<file path="config.mk">
export PLATFORM = sky130hd
export DESIGN_NAME = wdt_top
export DESIGN_NICKNAME = d
export VERILOG_FILES = /design/src/wdt_pkg.sv /design/src/wdt_top.sv
export SDC_FILE = /design/constraint.sdc
export NUM_CORES = 1
export LEC_CHECK = 0
export ABC_AREA = 1
export BUFFER_PORTS_ARGS = -buffer_cell sky130_fd_sc_hd__buf_2
export CAP_MARGIN = 20
export CORE_AREA = 3 3 141 143
export CTS_BUF_LIST = sky130_fd_sc_hd__clkbuf_4 sky130_fd_sc_hd__clkbuf_8
export DETAILED_ROUTE_END_ITERATION = 7
export DIE_AREA = 0 0 144 146
export PLACE_DENSITY = 0.65
export SYNTH_ARGS = -nofsm -noshare
export SYNTH_HDL_FRONTEND = slang
export SYNTH_SLANG_ARGS = --single-unit
</file>
<file path="constraint.sdc">
create_clock -name ref_clk_i -period 3.5 [get_ports ref_clk_i]
set_input_delay 0.175 -clock ref_clk_i [delete_from_list [all_inputs] [get_ports ref_clk_i]]
set_output_delay 0.175 -clock ref_clk_i [all_outputs]
set_load 0.005 [all_outputs]
</file>
<file path="src/wdt_pkg.sv">
// Constants, register map and bundle types for the watchdog timer.
// Assumes a 50 MHz system clock and a byte-addressed Avalon-MM slave port.
package wdt_pkg;

    // System clock and nominal counting rate
    localparam int unsigned CLK_HZ = 50_000_000;
    localparam int unsigned TICK_HZ = 32_768;

    // Phase accumulator for the tick divider; wraps at the clock rate
    localparam int ACC_W = 26;
    localparam logic [ACC_W-1:0] ACC_STEP = ACC_W'(TICK_HZ);
    localparam logic [ACC_W-1:0] ACC_WRAP = ACC_W'(CLK_HZ);

    // Register byte offsets
    localparam int ADDR_W = 12;
    localparam logic [11:0] OFS_RELOAD = 12'h000;
    localparam logic [11:0] OFS_COUNT = 12'h004;
    localparam logic [11:0] OFS_CTRL = 12'h008;
    localparam logic [11:0] OFS_ICLR = 12'h00C;
    localparam logic [11:0] OFS_RAW = 12'h010;
    localparam logic [11:0] OFS_MASKED = 12'h014;
    localparam logic [11:0] OFS_EVT_STAT = 12'h018;
    localparam logic [11:0] OFS_EVT_MASK = 12'h01C;
    localparam logic [11:0] OFS_LOCK = 12'hC00;

    // Values after reset
    localparam logic [31:0] RELOAD_RST = 32'h0FFF_FFFF;
    localparam logic [31:0] COUNT_RST = 32'h0FFF_FFFF;
    localparam logic [1:0] CTRL_RST = 2'h0;
    localparam logic [1:0] EVT_RST = 2'h0;

    // Key that opens register writes
    localparam logic [31:0] UNLOCK_KEY = 32'h1ACC_E551;

    // Field positions
    localparam int CTRL_IRQ_ENABLE_BIT_BIT = 0;
    localparam int CTRL_RESET_ENABLE_BIT_BIT = 1;
    localparam int EVT_ZERO_BIT = 0;
    localparam int EVT_DENIED_BIT = 1;
    localparam int EVT_W = 2;

    // Control fields
    typedef struct packed {
        logic reset_enable_bit;
        logic irq_enable_bit;
    } wdt_ctrl_t;

    // One bus request as seen by the slave
    typedef struct packed {
        logic [11:0] addr;
        logic rd;
        logic wr;
        logic [31:0] wdata;
        logic [3:0] be;
    } wdt_bus_req_t;

endpackage

</file>
<file path="src/wdt_top.sv">
// Watchdog timer: 32-bit down-counter at 32.768 kHz with interrupt,
// second-timeout reset request, key lock and an event interrupt block.
// Assumes an Avalon-MM master on ref_clk_i and a system reset controller
// that answers the reset request by pulling rst_n_i low.
//
// Summary of operation
// - 32-bit counter decrements each 32.768 kHz tick
// - Interrupt period is reload value plus one
// - Raw interrupt flag set whenever count hits zero
// - At zero reload counter and keep counting
// - Clear write clears flag, reloads; reads zero
// - Zero with flag still set requests system reset
// - Enable bit runs counter; enabling restarts from reload
// - Reset enable bit gates the reset request
// - Reload write restarts count; resets to 0FFFFFFF
// - Count register reads live count; writes ignored
// - Key opens writes, other values close them
// - Lock register at C00, resets to zero
// - Raw status register at 10, reset zero
// - Masked status register at 14, reset zero
// - Raw bit0 shows interrupt active; writes ignored
// - Lock reads one when locked, zero open
`timescale 1ns/1ps

module wdt_top #(
    parameter int unsigned TICK_STEP = wdt_pkg::TICK_HZ, // Tick rate
    parameter int unsigned TICK_WRAP = wdt_pkg::CLK_HZ // Clock rate
) (
    input wire logic ref_clk_i, // System clock, 50 MHz
    input wire logic rst_n_i, // Asynchronous reset, active low
    input wire logic [11:0] avs_address_i, // Byte address
    input wire logic avs_read_i, // Read request
    input wire logic avs_write_i, // Write request
    input wire logic [31:0] avs_writedata_i, // Write data
    input wire logic [3:0] avs_byteenable_i, // Byte lanes of write
    output logic [31:0] avs_readdata_o, // Read data
    output logic avs_waitrequest_o, // Low for the accepting cycle
    output logic wdt_irq_o, // Watchdog interrupt, level
    output logic evt_irq_o, // Event interrupt, level
    output logic wdt_rst_req_o // System reset request pulse
);

    // Reset release synchroniser; the async assert stays immediate.
    // Only the second flop feeds logic, so a release that lands close
    // to a clock edge cannot leave half the registers still in reset
    // while the other half has already started to count.
    logic rst_meta_reg;
    logic rst_sync_reg;
    wire logic rst_n;

    always_ff @(posedge ref_clk_i or negedge rst_n_i) begin
        if (!rst_n_i) begin
            rst_meta_reg <= 1'b0;
            rst_sync_reg <= 1'b0;
        end else begin
            rst_meta_reg <= 1'b1;
            rst_sync_reg <= rst_meta_reg;
        end
    end

    assign rst_n = rst_sync_reg;

    // Merge write data into an old value under the byte enables; lanes
    // left out keep their old bytes, so byte stores behave as expected
    function automatic logic [31:0] be_merge(
        input logic [31:0] old_val,
        input logic [31:0] new_val,
        input logic [3:0] be
    );
        logic [31:0] res;
        res = old_val;
        for (int i = 0; i < 4; i++) begin
            if (be[i]) begin
                res[8*i +: 8] = new_val[8*i +: 8];
            end
        end
        return res;
    endfunction

    // Bus request bundle
    // Qualified by waitrequest below; the bundle itself is raw
    wdt_pkg::wdt_bus_req_t req;

    assign req.addr = avs_address_i;
    assign req.rd = avs_read_i;
    assign req.wr = avs_write_i;
    assign req.wdata = avs_writedata_i;
    assign req.be = avs_byteenable_i;

    // State registers
    // Each _next value is formed by the assignments that follow
    logic [wdt_pkg::ACC_W-1:0] acc_reg;
    logic [wdt_pkg::ACC_W-1:0] acc_next;
    logic tick_reg;
    logic [31:0] reload_reg;
    logic [31:0] reload_next;
    logic [31:0] count_reg;
    logic [31:0] count_next;
    wdt_pkg::wdt_ctrl_t ctrl_reg;
    wdt_pkg::wdt_ctrl_t ctrl_next;
    logic raw_reg;
    logic raw_next;
    logic unlocked_reg;
    logic unlocked_next;
    logic [wdt_pkg::EVT_W-1:0] evt_stat_reg;
    logic [wdt_pkg::EVT_W-1:0] evt_stat_next;
    logic [wdt_pkg::EVT_W-1:0] evt_mask_reg;
    logic [wdt_pkg::EVT_W-1:0] evt_mask_next;
    logic wait_reg;
    logic [31:0] rdata_reg;
    logic [31:0] rdata_next;
    logic wdt_irq_reg;
    logic evt_irq_reg;
    logic rst_req_reg;
    logic rst_req_next;

    // Tick divider: a phase accumulator keeps the average rate exact,
    // trading a one-cycle jitter between ticks for no drift.
    // TICK_STEP must stay below TICK_WRAP: at most one tick per clock
    // can be produced, so a faster ratio would silently lose ticks.
    // The divider runs even while counting is stopped, so the first
    // tick after an enable may come anywhere within one tick period.
    localparam logic [wdt_pkg::ACC_W-1:0] STEP = wdt_pkg::ACC_W'(TICK_STEP);
    localparam logic [wdt_pkg::ACC_W-1:0] WRAP = wdt_pkg::ACC_W'(TICK_WRAP);
    wire logic [wdt_pkg::ACC_W:0] acc_sum;
    wire logic tick_wrap;

    assign acc_sum = {1'b0, acc_reg} + {1'b0, STEP};
    assign tick_wrap = (acc_sum >= {1'b0, WRAP});
    assign acc_next = tick_wrap ?
        wdt_pkg::ACC_W'(acc_sum - {1'b0, WRAP}) :
        acc_sum[wdt_pkg::ACC_W-1:0];

    always_ff @(posedge ref_clk_i or negedge rst_n) begin
        if (!rst_n) begin
            acc_reg <= '0;
            tick_reg <= 1'b0;
        end else begin
            acc_reg <= acc_next;
            tick_reg <= tick_wrap;
        end
    end

    // Bus access decode; an access is carried out at the edge where
    // the master sees waitrequest low, so it happens exactly once
    wire logic acc_now;
    wire logic wr_now;
    wire logic wr_ok;
    wire logic hit_reload;
    wire logic hit_count;
    wire logic hit_ctrl;
    wire logic hit_iclr;
    wire logic hit_raw;
    wire logic hit_masked;
    wire logic hit_evt_stat;
    wire logic hit_evt_mask;
    wire logic hit_lock;
    wire logic hit_any;

    assign acc_now = (req.rd | req.wr) & ~wait_reg;
    // Writes act only in the accepting cycle; a held request must not
    // write twice, since a clear or reload write restarts the count
    assign wr_now = acc_now & req.wr;
    assign hit_reload = (req.addr == wdt_pkg::OFS_RELOAD);
    assign hit_count = (req.addr == wdt_pkg::OFS_COUNT);
    assign hit_ctrl = (req.addr == wdt_pkg::OFS_CTRL);
    assign hit_iclr = (req.addr == wdt_pkg::OFS_ICLR);
    assign hit_raw = (req.addr == wdt_pkg::OFS_RAW);
    assign hit_masked = (req.addr == wdt_pkg::OFS_MASKED);
    assign hit_evt_stat = (req.addr == wdt_pkg::OFS_EVT_STAT);
    assign hit_evt_mask = (req.addr == wdt_pkg::OFS_EVT_MASK);
    assign hit_lock = (req.addr == wdt_pkg::OFS_LOCK);
    assign hit_any = hit_reload | hit_count | hit_ctrl | hit_iclr |
        hit_raw | hit_masked | hit_evt_stat | hit_evt_mask | hit_lock;

    // Writes to anything but the lock need the key first; the lock
    // itself stays writable, or a closed block could never reopen
    assign wr_ok = wr_now & unlocked_reg;

    // Write strobes per register; count, raw and masked take none.
    // Writes to unmapped offsets are acknowledged and then dropped.
    wire logic wr_reload;
    wire logic wr_ctrl;
    wire logic wr_iclr;
    wire logic wr_evt_stat;
    wire logic wr_evt_mask;
    wire logic wr_lock;
    wire logic wr_denied;
    wire logic [31:0] ctrl_wval;

    assign wr_reload = wr_ok & hit_reload;
    assign wr_ctrl = wr_ok & hit_ctrl;
    assign wr_iclr = wr_ok & hit_iclr;
    assign wr_evt_stat = wr_ok & hit_evt_stat;
    assign wr_evt_mask = wr_ok & hit_evt_mask;
    assign wr_lock = wr_now & hit_lock;
    assign wr_denied = wr_now & ~unlocked_reg & hit_any & ~hit_lock;
    assign ctrl_wval = be_merge({30'h0000_0000, ctrl_reg}, req.wdata,
        req.be);

    // Control and reload next values
    assign ctrl_next = wr_ctrl ? wdt_pkg::wdt_ctrl_t'(ctrl_wval[1:0]) :
        ctrl_reg;
    assign reload_next = wr_reload ?
        be_merge(reload_reg, req.wdata, req.be) : reload_reg;

    // Lock state: the key must arrive as a full word to open. A partial
    // store of the key closes the block like any other value, so that a
    // stray byte write can never unlock it by accident.
    assign unlocked_next = wr_lock ?
        ((req.be == 4'hF) && (req.wdata == wdt_pkg::UNLOCK_KEY)) :
        unlocked_reg;

    // Counter events
    wire logic enable_rise;
    wire logic zero_hit;

    assign enable_rise = ctrl_next.irq_enable_bit & ~ctrl_reg.irq_enable_bit;
    // Stopped while disabled, so no zero can be seen then; a count
    // left at zero by a disable is reloaded on the next enable, which
    // keeps a stale zero from firing at once
    assign zero_hit = tick_reg & ctrl_reg.irq_enable_bit &
        (count_reg == 32'h0000_0000);

    // Counter next value; a restart from the reload value wins over
    // a tick, since software just asked for a fresh period. The zero
    // test happens on the tick that finds the count already at zero,
    // so the interrupt and the reload share one cycle and no tick is
    // lost between periods.
    always_comb begin
        count_next = count_reg;
        if (wr_reload) begin
            count_next = reload_next;
        end else if (wr_iclr) begin
            count_next = reload_reg;
        end else if (enable_rise) begin
            count_next = reload_reg;
        end else if (tick_reg && ctrl_reg.irq_enable_bit) begin
            if (count_reg == 32'h0000_0000) begin
                // Zero lasts one tick, so a period is reload + 1
                count_next = reload_reg;
            end else begin
                count_next = count_reg - 32'h0000_0001;
            end
        end
    end

    // Raw flag: a new zero in the clearing cycle still sets it, so an
    // expiry is never lost to a clear that arrives a cycle too late
    assign raw_next = zero_hit | (raw_reg & ~wr_iclr);

    // A second zero with the flag still standing asks for a reset,
    // unless it was cleared in that same cycle.
    // The pulse is one cycle long, so the system reset controller has
    // to stretch it into a reset of its own.
    assign rst_req_next = zero_hit & raw_reg & ~wr_iclr &
        ctrl_reg.reset_enable_bit;

    // Event status: hardware set wins over a write-one clear. Bit 0
    // mirrors each expiry, bit 1 records a write refused while locked,
    // which lets software spot a stray access to a locked block.
    wire logic [wdt_pkg::EVT_W-1:0] evt_set;
    wire logic [wdt_pkg::EVT_W-1:0] evt_clr;
    wire logic [31:0] evt_mask_wval;

    assign evt_set[wdt_pkg::EVT_ZERO_BIT] = zero_hit;
    assign evt_set[wdt_pkg::EVT_DENIED_BIT] = wr_denied;
    assign evt_clr = wr_evt_stat ?
        (req.wdata[wdt_pkg::EVT_W-1:0] & {wdt_pkg::EVT_W{req.be[0]}}) :
        '0;
    assign evt_stat_next = evt_set | (evt_stat_reg & ~evt_clr);
    // Merge the full word, then keep only the implemented mask bits
    assign evt_mask_wval = be_merge({30'h0000_0000, evt_mask_reg},
        req.wdata, req.be);
    assign evt_mask_next = wr_evt_mask ?
        evt_mask_wval[wdt_pkg::EVT_W-1:0] : evt_mask_reg;

    // Read multiplexer; unmapped addresses and the clear register
    // read as zero, and reserved bits read as zero.
    // The data is sampled when the request is first seen, one cycle
    // before the accept, so a live count may be a tick old at most.
    always_comb begin
        rdata_next = 32'h0000_0000;
        if (hit_reload) begin
            rdata_next = reload_reg;
        end else if (hit_count) begin
            rdata_next = count_reg;
        end else if (hit_ctrl) begin
            rdata_next = {30'h0000_0000, ctrl_reg};
        end else if (hit_raw) begin
            rdata_next = {31'h0000_0000, raw_reg};
        end else if (hit_masked) begin
            rdata_next = {31'h0000_0000,
                raw_reg & ctrl_reg.irq_enable_bit};
        end else if (hit_evt_stat) begin
            rdata_next = {30'h0000_0000, evt_stat_reg};
        end else if (hit_evt_mask) begin
            rdata_next = {30'h0000_0000, evt_mask_reg};
        end else if (hit_lock) begin
            rdata_next = {31'h0000_0000, ~unlocked_reg};
        end
    end

    // Bus handshake: waitrequest drops for one cycle per request, a
    // fixed answer that costs one wait state but needs no read pipe
    wire logic wait_next;
    wire logic rd_capture;

    assign wait_next = ~((req.rd | req.wr) & wait_reg);
    assign rd_capture = req.rd & wait_reg;

    always_ff @(posedge ref_clk_i or negedge rst_n) begin
        if (!rst_n) begin
            wait_reg <= 1'b1;
            rdata_reg <= 32'h0000_0000;
        end else begin
            wait_reg <= wait_next;
            if (rd_capture) begin
                rdata_reg <= rdata_next;
            end
        end
    end

    // Register file and counter; system reset restores every field.
    // The lock comes out of reset open, so boot code can program the
    // watchdog before it closes the block with a wrong key.
    always_ff @(posedge ref_clk_i or negedge rst_n) begin
        if (!rst_n) begin
            reload_reg <= wdt_pkg::RELOAD_RST;
            count_reg <= wdt_pkg::COUNT_RST;
            ctrl_reg <= wdt_pkg::CTRL_RST;
            raw_reg <= 1'b0;
            unlocked_reg <= 1'b1;
            evt_stat_reg <= wdt_pkg::EVT_RST;
            evt_mask_reg <= wdt_pkg::EVT_RST;
        end else begin
            reload_reg <= reload_next;
            count_reg <= count_next;
            ctrl_reg <= ctrl_next;
            raw_reg <= raw_next;
            unlocked_reg <= unlocked_next;
            evt_stat_reg <= evt_stat_next;
            evt_mask_reg <= evt_mask_next;
        end
    end

    // Output flops; the reset pulse lasts one cycle because the
    // zero condition only holds for the single tick cycle.
    // The interrupt uses the next enable, so a disable write drops it
    // in the same cycle as the masked status reads zero.
    always_ff @(posedge ref_clk_i or negedge rst_n) begin
        if (!rst_n) begin
            wdt_irq_reg <= 1'b0;
            evt_irq_reg <= 1'b0;
            rst_req_reg <= 1'b0;
        end else begin
            wdt_irq_reg <= raw_next & ctrl_next.irq_enable_bit;
            evt_irq_reg <= |(evt_stat_next & evt_mask_next);
            rst_req_reg <= rst_req_next;
        end
    end

    // Every output is a flop; the reset and interrupt controllers may
    // sit in other blocks, so no glitch may reach them through logic
    assign avs_readdata_o = rdata_reg;
    assign avs_waitrequest_o = wait_reg;
    assign wdt_irq_o = wdt_irq_reg;
    assign evt_irq_o = evt_irq_reg;
    assign wdt_rst_req_o = rst_req_reg;

endmodule

</file>
==> out/metrics.cfg, run 1 <==
[status]
run_status = complete, no violations

[floorplan]
fp.dieArea_um2 = 21020
coreArea_um2 = 18710
design.portCount = 88
rows = 50
die_height_um = 146
starting_utilization_of_the_core_area_pct = 44.52
die_x_um = 144

[global_route]
antenna_found_initial = 0
grtUsageTotal_pct = 21.56
grt_first_pass_wirelength_mm = 36.83
first_global_vias = 7239
grt_start_max_net_pins = 65
grt_overflow = 0

[timing]
setup-tns-final_ns = 0
setup_ws_ns = 1.097
slew-limit-headroom_pct = 52.88
slew_viol_final = 0
final.min_clock_period_ns = 2.403
tightestPinTransition_ns = 0.7003
clock_tree_skew_after_final_layout_ns = 0.01317
rsz0062_at_grt = no
report.final.hold_viol_count = 0
setup-violations-final = 0
max_frequency_mhz = 416.1
final_period_utilization_pct = 68.66
finalHoldWorstSlack_ns = 0.02432

[clocking]
path_clk_slew_ns = 0.08
cts.htree.levels = 4
cts_tree = built
clockBufferDepth = 2
clockRootBuffer = clkbuf_8
clock_insertion_delay_worst_skew_ns = 0.46
post_cts_resize_count = 0
tritoncts.num_buffers = 17
clock-sinks = 130

[finish]
fillers = 1861
fin_nets = 1357
multi_input_area_um2 = 4330
diodes = 0
seq_area_um2 = 3329
area.growth.synth_to_final_pct = 16.87
layout.cells.most_common_list = nand2_1 (400), nor2_1 (180), inv_1 (120), buf_2 (87), nand3_1 (74)
final_common_cell = nand2_1
layout-drive-gt1-share_pct = 19.44

[setup_path]
crit_type = flop to flop
cp.arrival_ns = 2.75
reg2reg_setup_slack_ns = 1.10
path_buf_inv = 2
reg2reg_depth = 12
critical_path.most_common_cell = nand2_1
rr_endpoint = count_reg[28]
worst-path-stages = 12
critical-path-max-stage-delay_ns = 0.54
critical_path.endpoint = count_reg[28]
regToRegStartpoint = unlocked_reg
crit_path_capture_type = flop
startpoint_type = flop
crit_required_ns = 3.85
cp_top_family = simple AND/OR/NAND/NOR gates
crit_slowest_cell = buf_4
critical_path.startpoint = unlocked_reg
critical_path.cell_chain = inv_1, nor2_4, nand2_1, nor2_1, nand2_1, nand2_1, o21ai_2, a21oi_4, buf_4, nor2_1, nand2_1, nand2_1
critPathMaxFanout = 64

[routing]
dr_total_vias = 7865
wl_final_mm = 22.54
initialDrtViolationCount = 561
route.antenna.remaining_nets = 0
routed_via_density = 5.087
routed_wire_length_per_instance_um = 14.58
firstDrtPassIters = 5
route.detailed.drc = 0

[logic_synthesis]
synth_enable_flop_cells = 0
synth.ff_latch_count = 130
yosys.cell_types.count = 38
synth_cells = 1184
synth_sequential_area_ratio_pct = 39.93
ys_async_sr_fraction_pct = 100.0
mean_cell_area_of_the_mapped_netlist_um2 = 7.034
ys.warnings.count = 0
synth_top_flop_cell = dfrtp_1
netlist_area_um2 = 8328
synthesis.nets = 1242

[worst_hold_path]
holdCritPathClass = input port to flop

[place]
dp_hpwl_mm = 16.27
io_buffers = 87
place_congestion = 0.8655
post_place_setup_slack_ns = 1.099

[pwr]
power.leakage_nw = 5.072
report.power.total_mw = 3.237
worst_ir_drop_vdd_mv = 0.2159
power-per-cell-area_nw_per_um2 = 332.6

[job]
max_cap_violations = 0

## synthesized netlist by cell type, types with 12 or more instances
cell type	n	area [µm²]
dfrtp_1	72	1802
inv_1	120	450.4
nand2_1	400	1501
nor2_1	180	675.7
nand4_1	22	137.6
o22ai_1	19	118.9
nand3_1	74	370.4
clkbuf_1	20	75.07
dfstp_2	58	1524
o21ai_0	48	240.2
a31oi_1	12	75.07
xor2_1	39	341.6
o21ai_2	31	271.5
## layout make-up
| class | count | area share, % |
|---|---|---|
| inverters | 122 | 4.705 |
| clock inverters | 9 | 1.337 |
| multi-input cells | 892 | 44.49 |
| repair buffers | 136 | 9.256 |
| clock buffers | 23 | 2.995 |
| well taps | 234 | 3.008 |
| flip-flops and latches | 130 | 34.21 |
## metal layers
| metal | share of wire [%] | track usage, % | vias to the layer above |
|---|---|---|---|
| li1 | - | - | 3977 |
| met1 | 50 | 32.74 | 3665 |
| met2 | 44 | 31.91 | 205 |
| met3 | 5.1 | 4.206 | 18 |
| met4 | 1.1 | 4.426 | 0 |
| met5 | 0 | 0 | - |
## worst min-delay path: stages
cell	delay [ns]
buf_2	0.09
nor4_1	0.05
nand4_1	0.08
mux2i_1	0.08
## kinds of logic after synthesis
| family | share of synthesized area, % |
|---|---|
| muxes | 0.3906 |
| xor gates and xnor gates | 4.417 |
| and+or+nand+nor | 37.12 |
| AOI/OAI and AO/OA | 9.119 |
| adders and majority gates | 0.9014 |
| other | 0.04503 |
| DFF | 39.93 |
| buffers and inverters | 8.068 |
## repair_timing
| item | in CTS | in global routing |
|---|---|---|
| hold buffers | 34 | 0 |
| hold endpoints to repair | 34 | 0 |
| buffers inserted | 0 | 0 |
## power by group
| group | internal, mW | switching (mW) |
|---|---|---|
| clock | 0.771 | 0.615 |
| combinational | 0.112 | 0.158 |
| sequential | 1.55 | 0.0346 |
## stage by stage
stage | cell area (µm²) | instances | utilization [%]
CTS | 9733 | 1546 | 52.03
global route | 9733 | 1546 | 52.03
finish | 9733 | 1546 | 52.03
floorplan | 8329 | 1184 | -
detailed placement | 8971 | 1480 | 47.96
global placement | 8971 | 1480 | 47.96
## worst min-delay path by stage
stage               cells after the start  slack, ns             start           end
floorplan                               0      -0.12           rst_n_i  rst_meta_reg
global placement                        1      -0.04           rst_n_i  rst_meta_reg
detailed placement                      1      -0.04           rst_n_i         rst_n
CTS                                     4     0.0002  avs_address_i[9]  unlocked_reg
global route                            2       0.04           rst_n_i         rst_n
finish                                  4       0.02  avs_address_i[9]  unlocked_reg
Power figures use the tool's default switching activity.
==> run 2: changes to the inputs <==
- PLACE_DENSITY: 0.65 -> default
- clock period: 3.5 -> 2.37 ns (I/O delays scaled with it)
==> run 2 against run 1 <==
Effect of this change: clock skew shrank 0.0043 ns; highest routed layer unchanged; maximum frequency grew 13%; via count shrank 0.34%; total power grew 41%; final cell count grew 0.91%; largest cell class unchanged.
==> out/metrics.cfg, run 2 (synthesis results as in run 1) <==
[place]
io_buffers = 87
dp_hpwl_mm = 16.09
place_congestion = 0.8807
placed_cells_incl_taps = 1487

[pwr]
comb_power_share_pct = 8.6
clockPowerShare_pct = 40.3
seq_power_share_pct = 51.0
power_report.internal_total_mw = 3.429
p_switching_mw = 1.149
power-per-cell-area_nw_per_um2 = 465.0
power.leakage_nw = 5.151
power.switching_fraction_pct = 25.10
worst_ir_drop_vdd_mv = 0.3334

[setup_path]
crit_required_ns = 2.71
crit_slowest_cell = dfstp_2
reg2reg_depth = 12
crit_path_capture_type = flop
critical_path.most_common_cell = nand2_1
crit_type = flop to flop
cp.arrival_ns = 2.46
startpoint_type = flop
critPathMaxFanout = 32
path_buf_inv = 2
critical_path.cell_chain = inv_1, nor2_4, nand2_1, nor2_2, nand2_1, nand2_1, o21ai_2, a21oi_4, buf_12, nor2_1, nand2_1, nand2_1
cp_top_family = simple AND/OR/NAND/NOR gates
critical-path-max-stage-delay_ns = 0.53
worst-path-stages = 12

[timing]
setup-violations-final = 0
max_frequency_mhz = 470.7
rsz0062_at_grt = no
final.min_clock_period_ns = 2.125
slew_viol_final = 0
final_period_utilization_pct = 89.65
report.final.hold_viol_count = 0
clock_tree_skew_after_final_layout_ns = 0.008885
setup-tns-final_ns = 0

[clocking]
path_clk_slew_ns = 0.07
cts_tree = built
clockBufferDepth = 2
clock_insertion_delay_worst_skew_ns = 0.45
tritoncts.num_buffers = 17
clockRootBuffer = clkbuf_8
clock-sinks = 130
cts.htree.levels = 4

[job]
max_cap_violations = 0

[routing]
wl_final_mm = 23.03
route.antenna.remaining_nets = 0
routed_wire_length_per_instance_um = 14.76
routed_via_density = 5.024
route.detailed.drc = 0
dr_total_vias = 7838
initialDrtViolationCount = 551
firstDrtPassIters = 5

[finish]
diodes = 0
utilization_pct = 52.64
fin_nets = 1371
final_common_cell = nand2_1
fin_cells = 1560
layout.cells.most_common_list = nand2_1 (400), nor2_1 (179), inv_1 (120), buf_2 (87), nand3_1 (74)
layout-drive-gt1-share_pct = 20.21
area.growth.synth_to_final_pct = 18.22

[global_route]
grt_start_max_net_pins = 65
grt_first_pass_wirelength_mm = 37.76
grtUsageTotal_pct = 22.24
first_global_vias = 7391
grt_overflow = 0
antenna_found_initial = 0

[worst_hold_path]
holdPathStages = 4
holdCritPathClass = input port to flop

[floorplan]
die_height_um = 146
coreArea_um2 = 18710
design.portCount = 88
fp.dieArea_um2 = 21020
starting_utilization_of_the_core_area_pct = 44.52
rows = 50
die_x_um = 144

[status]
run_status = complete, no violations

## run 2: per-layer routing
layer | vias to the layer above | routed length, µm | global-route usage (%)
li1 | 4005 | - | -
met1 | 3614 | 11580 | 33.58
met4 | 0 | 202 | 4.284
met5 | - | 0 | 0
met2 | 202 | 10100 | 33.52
met3 | 17 | 1147 | 4.042
## run 2: stage by stage
stage               instance area (µm²)  setup slack (ns)  total power [mW]  hold slack (ns)
floorplan                          8329            0.2606             2.551          -0.1771
detailed placement                 9049           0.07422             2.727         -0.09088
global placement                   9049            0.1672             2.723         -0.09352
global route                       9846           0.02671             4.782          0.02658
CTS                                9794           0.05877             4.631         0.004948
finish                             9846            0.2453             4.579          0.03187
## run 2: path summary, 6_finish.rpt
| check | endpoint | slack (ns) | start |
|---|---|---|---|
| max in group asynchronous | reload_reg[7] | 1.21 | rst_n |
| min in group asynchronous | evt_mask_reg[0] | 0.29 | rst_n |
| min | reload_reg[29] | 0.03 | avs_writedata_i[29] |
| max reg2reg | count_reg[28] | 0.25 | unlocked_reg |
| max | count_reg[28] | 0.25 | unlocked_reg |
| min reg2reg | evt_mask_reg[0] | 0.29 | rst_n |
## run 2: final cells by class
cell class	instances	area (µm²)
fill	1840	8860
clock inverter	6	55.05
sequential	130	3331
clock buffer	26	320.3
multi-input combinational	892	4333
tap	234	292.8
inverter	122	457.9
timing repair buffer	150	1056
## run 2: worst register-to-register path, delay by kind of cell, from the launching register on
family                 cells  cell delay (ns)
and+or+nand+nor            8             0.85
DFF                        1             0.53
buffers and inverters      2             0.32
AOI/OAI and AO/OA          2             0.32
## run 2: power groups by stage
| stage | clock [mW] | combinational, mW | sequential (mW) |
|---|---|---|---|
| after floorplan | 0 | 0.165 | 2.39 |
| after global placement | 0 | 0.349 | 2.37 |
| after detailed placement | 0 | 0.352 | 2.37 |
| after CTS | 1.89 | 0.400 | 2.34 |
| after global routing | 1.99 | 0.449 | 2.34 |
| final | 1.85 | 0.396 | 2.34 |
## run 2: repair_timing
| item | 4_1_cts | 5_1_grt |
|---|---|---|
| setup endpoints to repair | 0 | 40 |
| hold buffers | 37 | 0 |
| endpoints found under the hold margin | 36 | 0 |
| gates resized for setup | 0 | 2 |
| setup buffers | 0 | 3 |
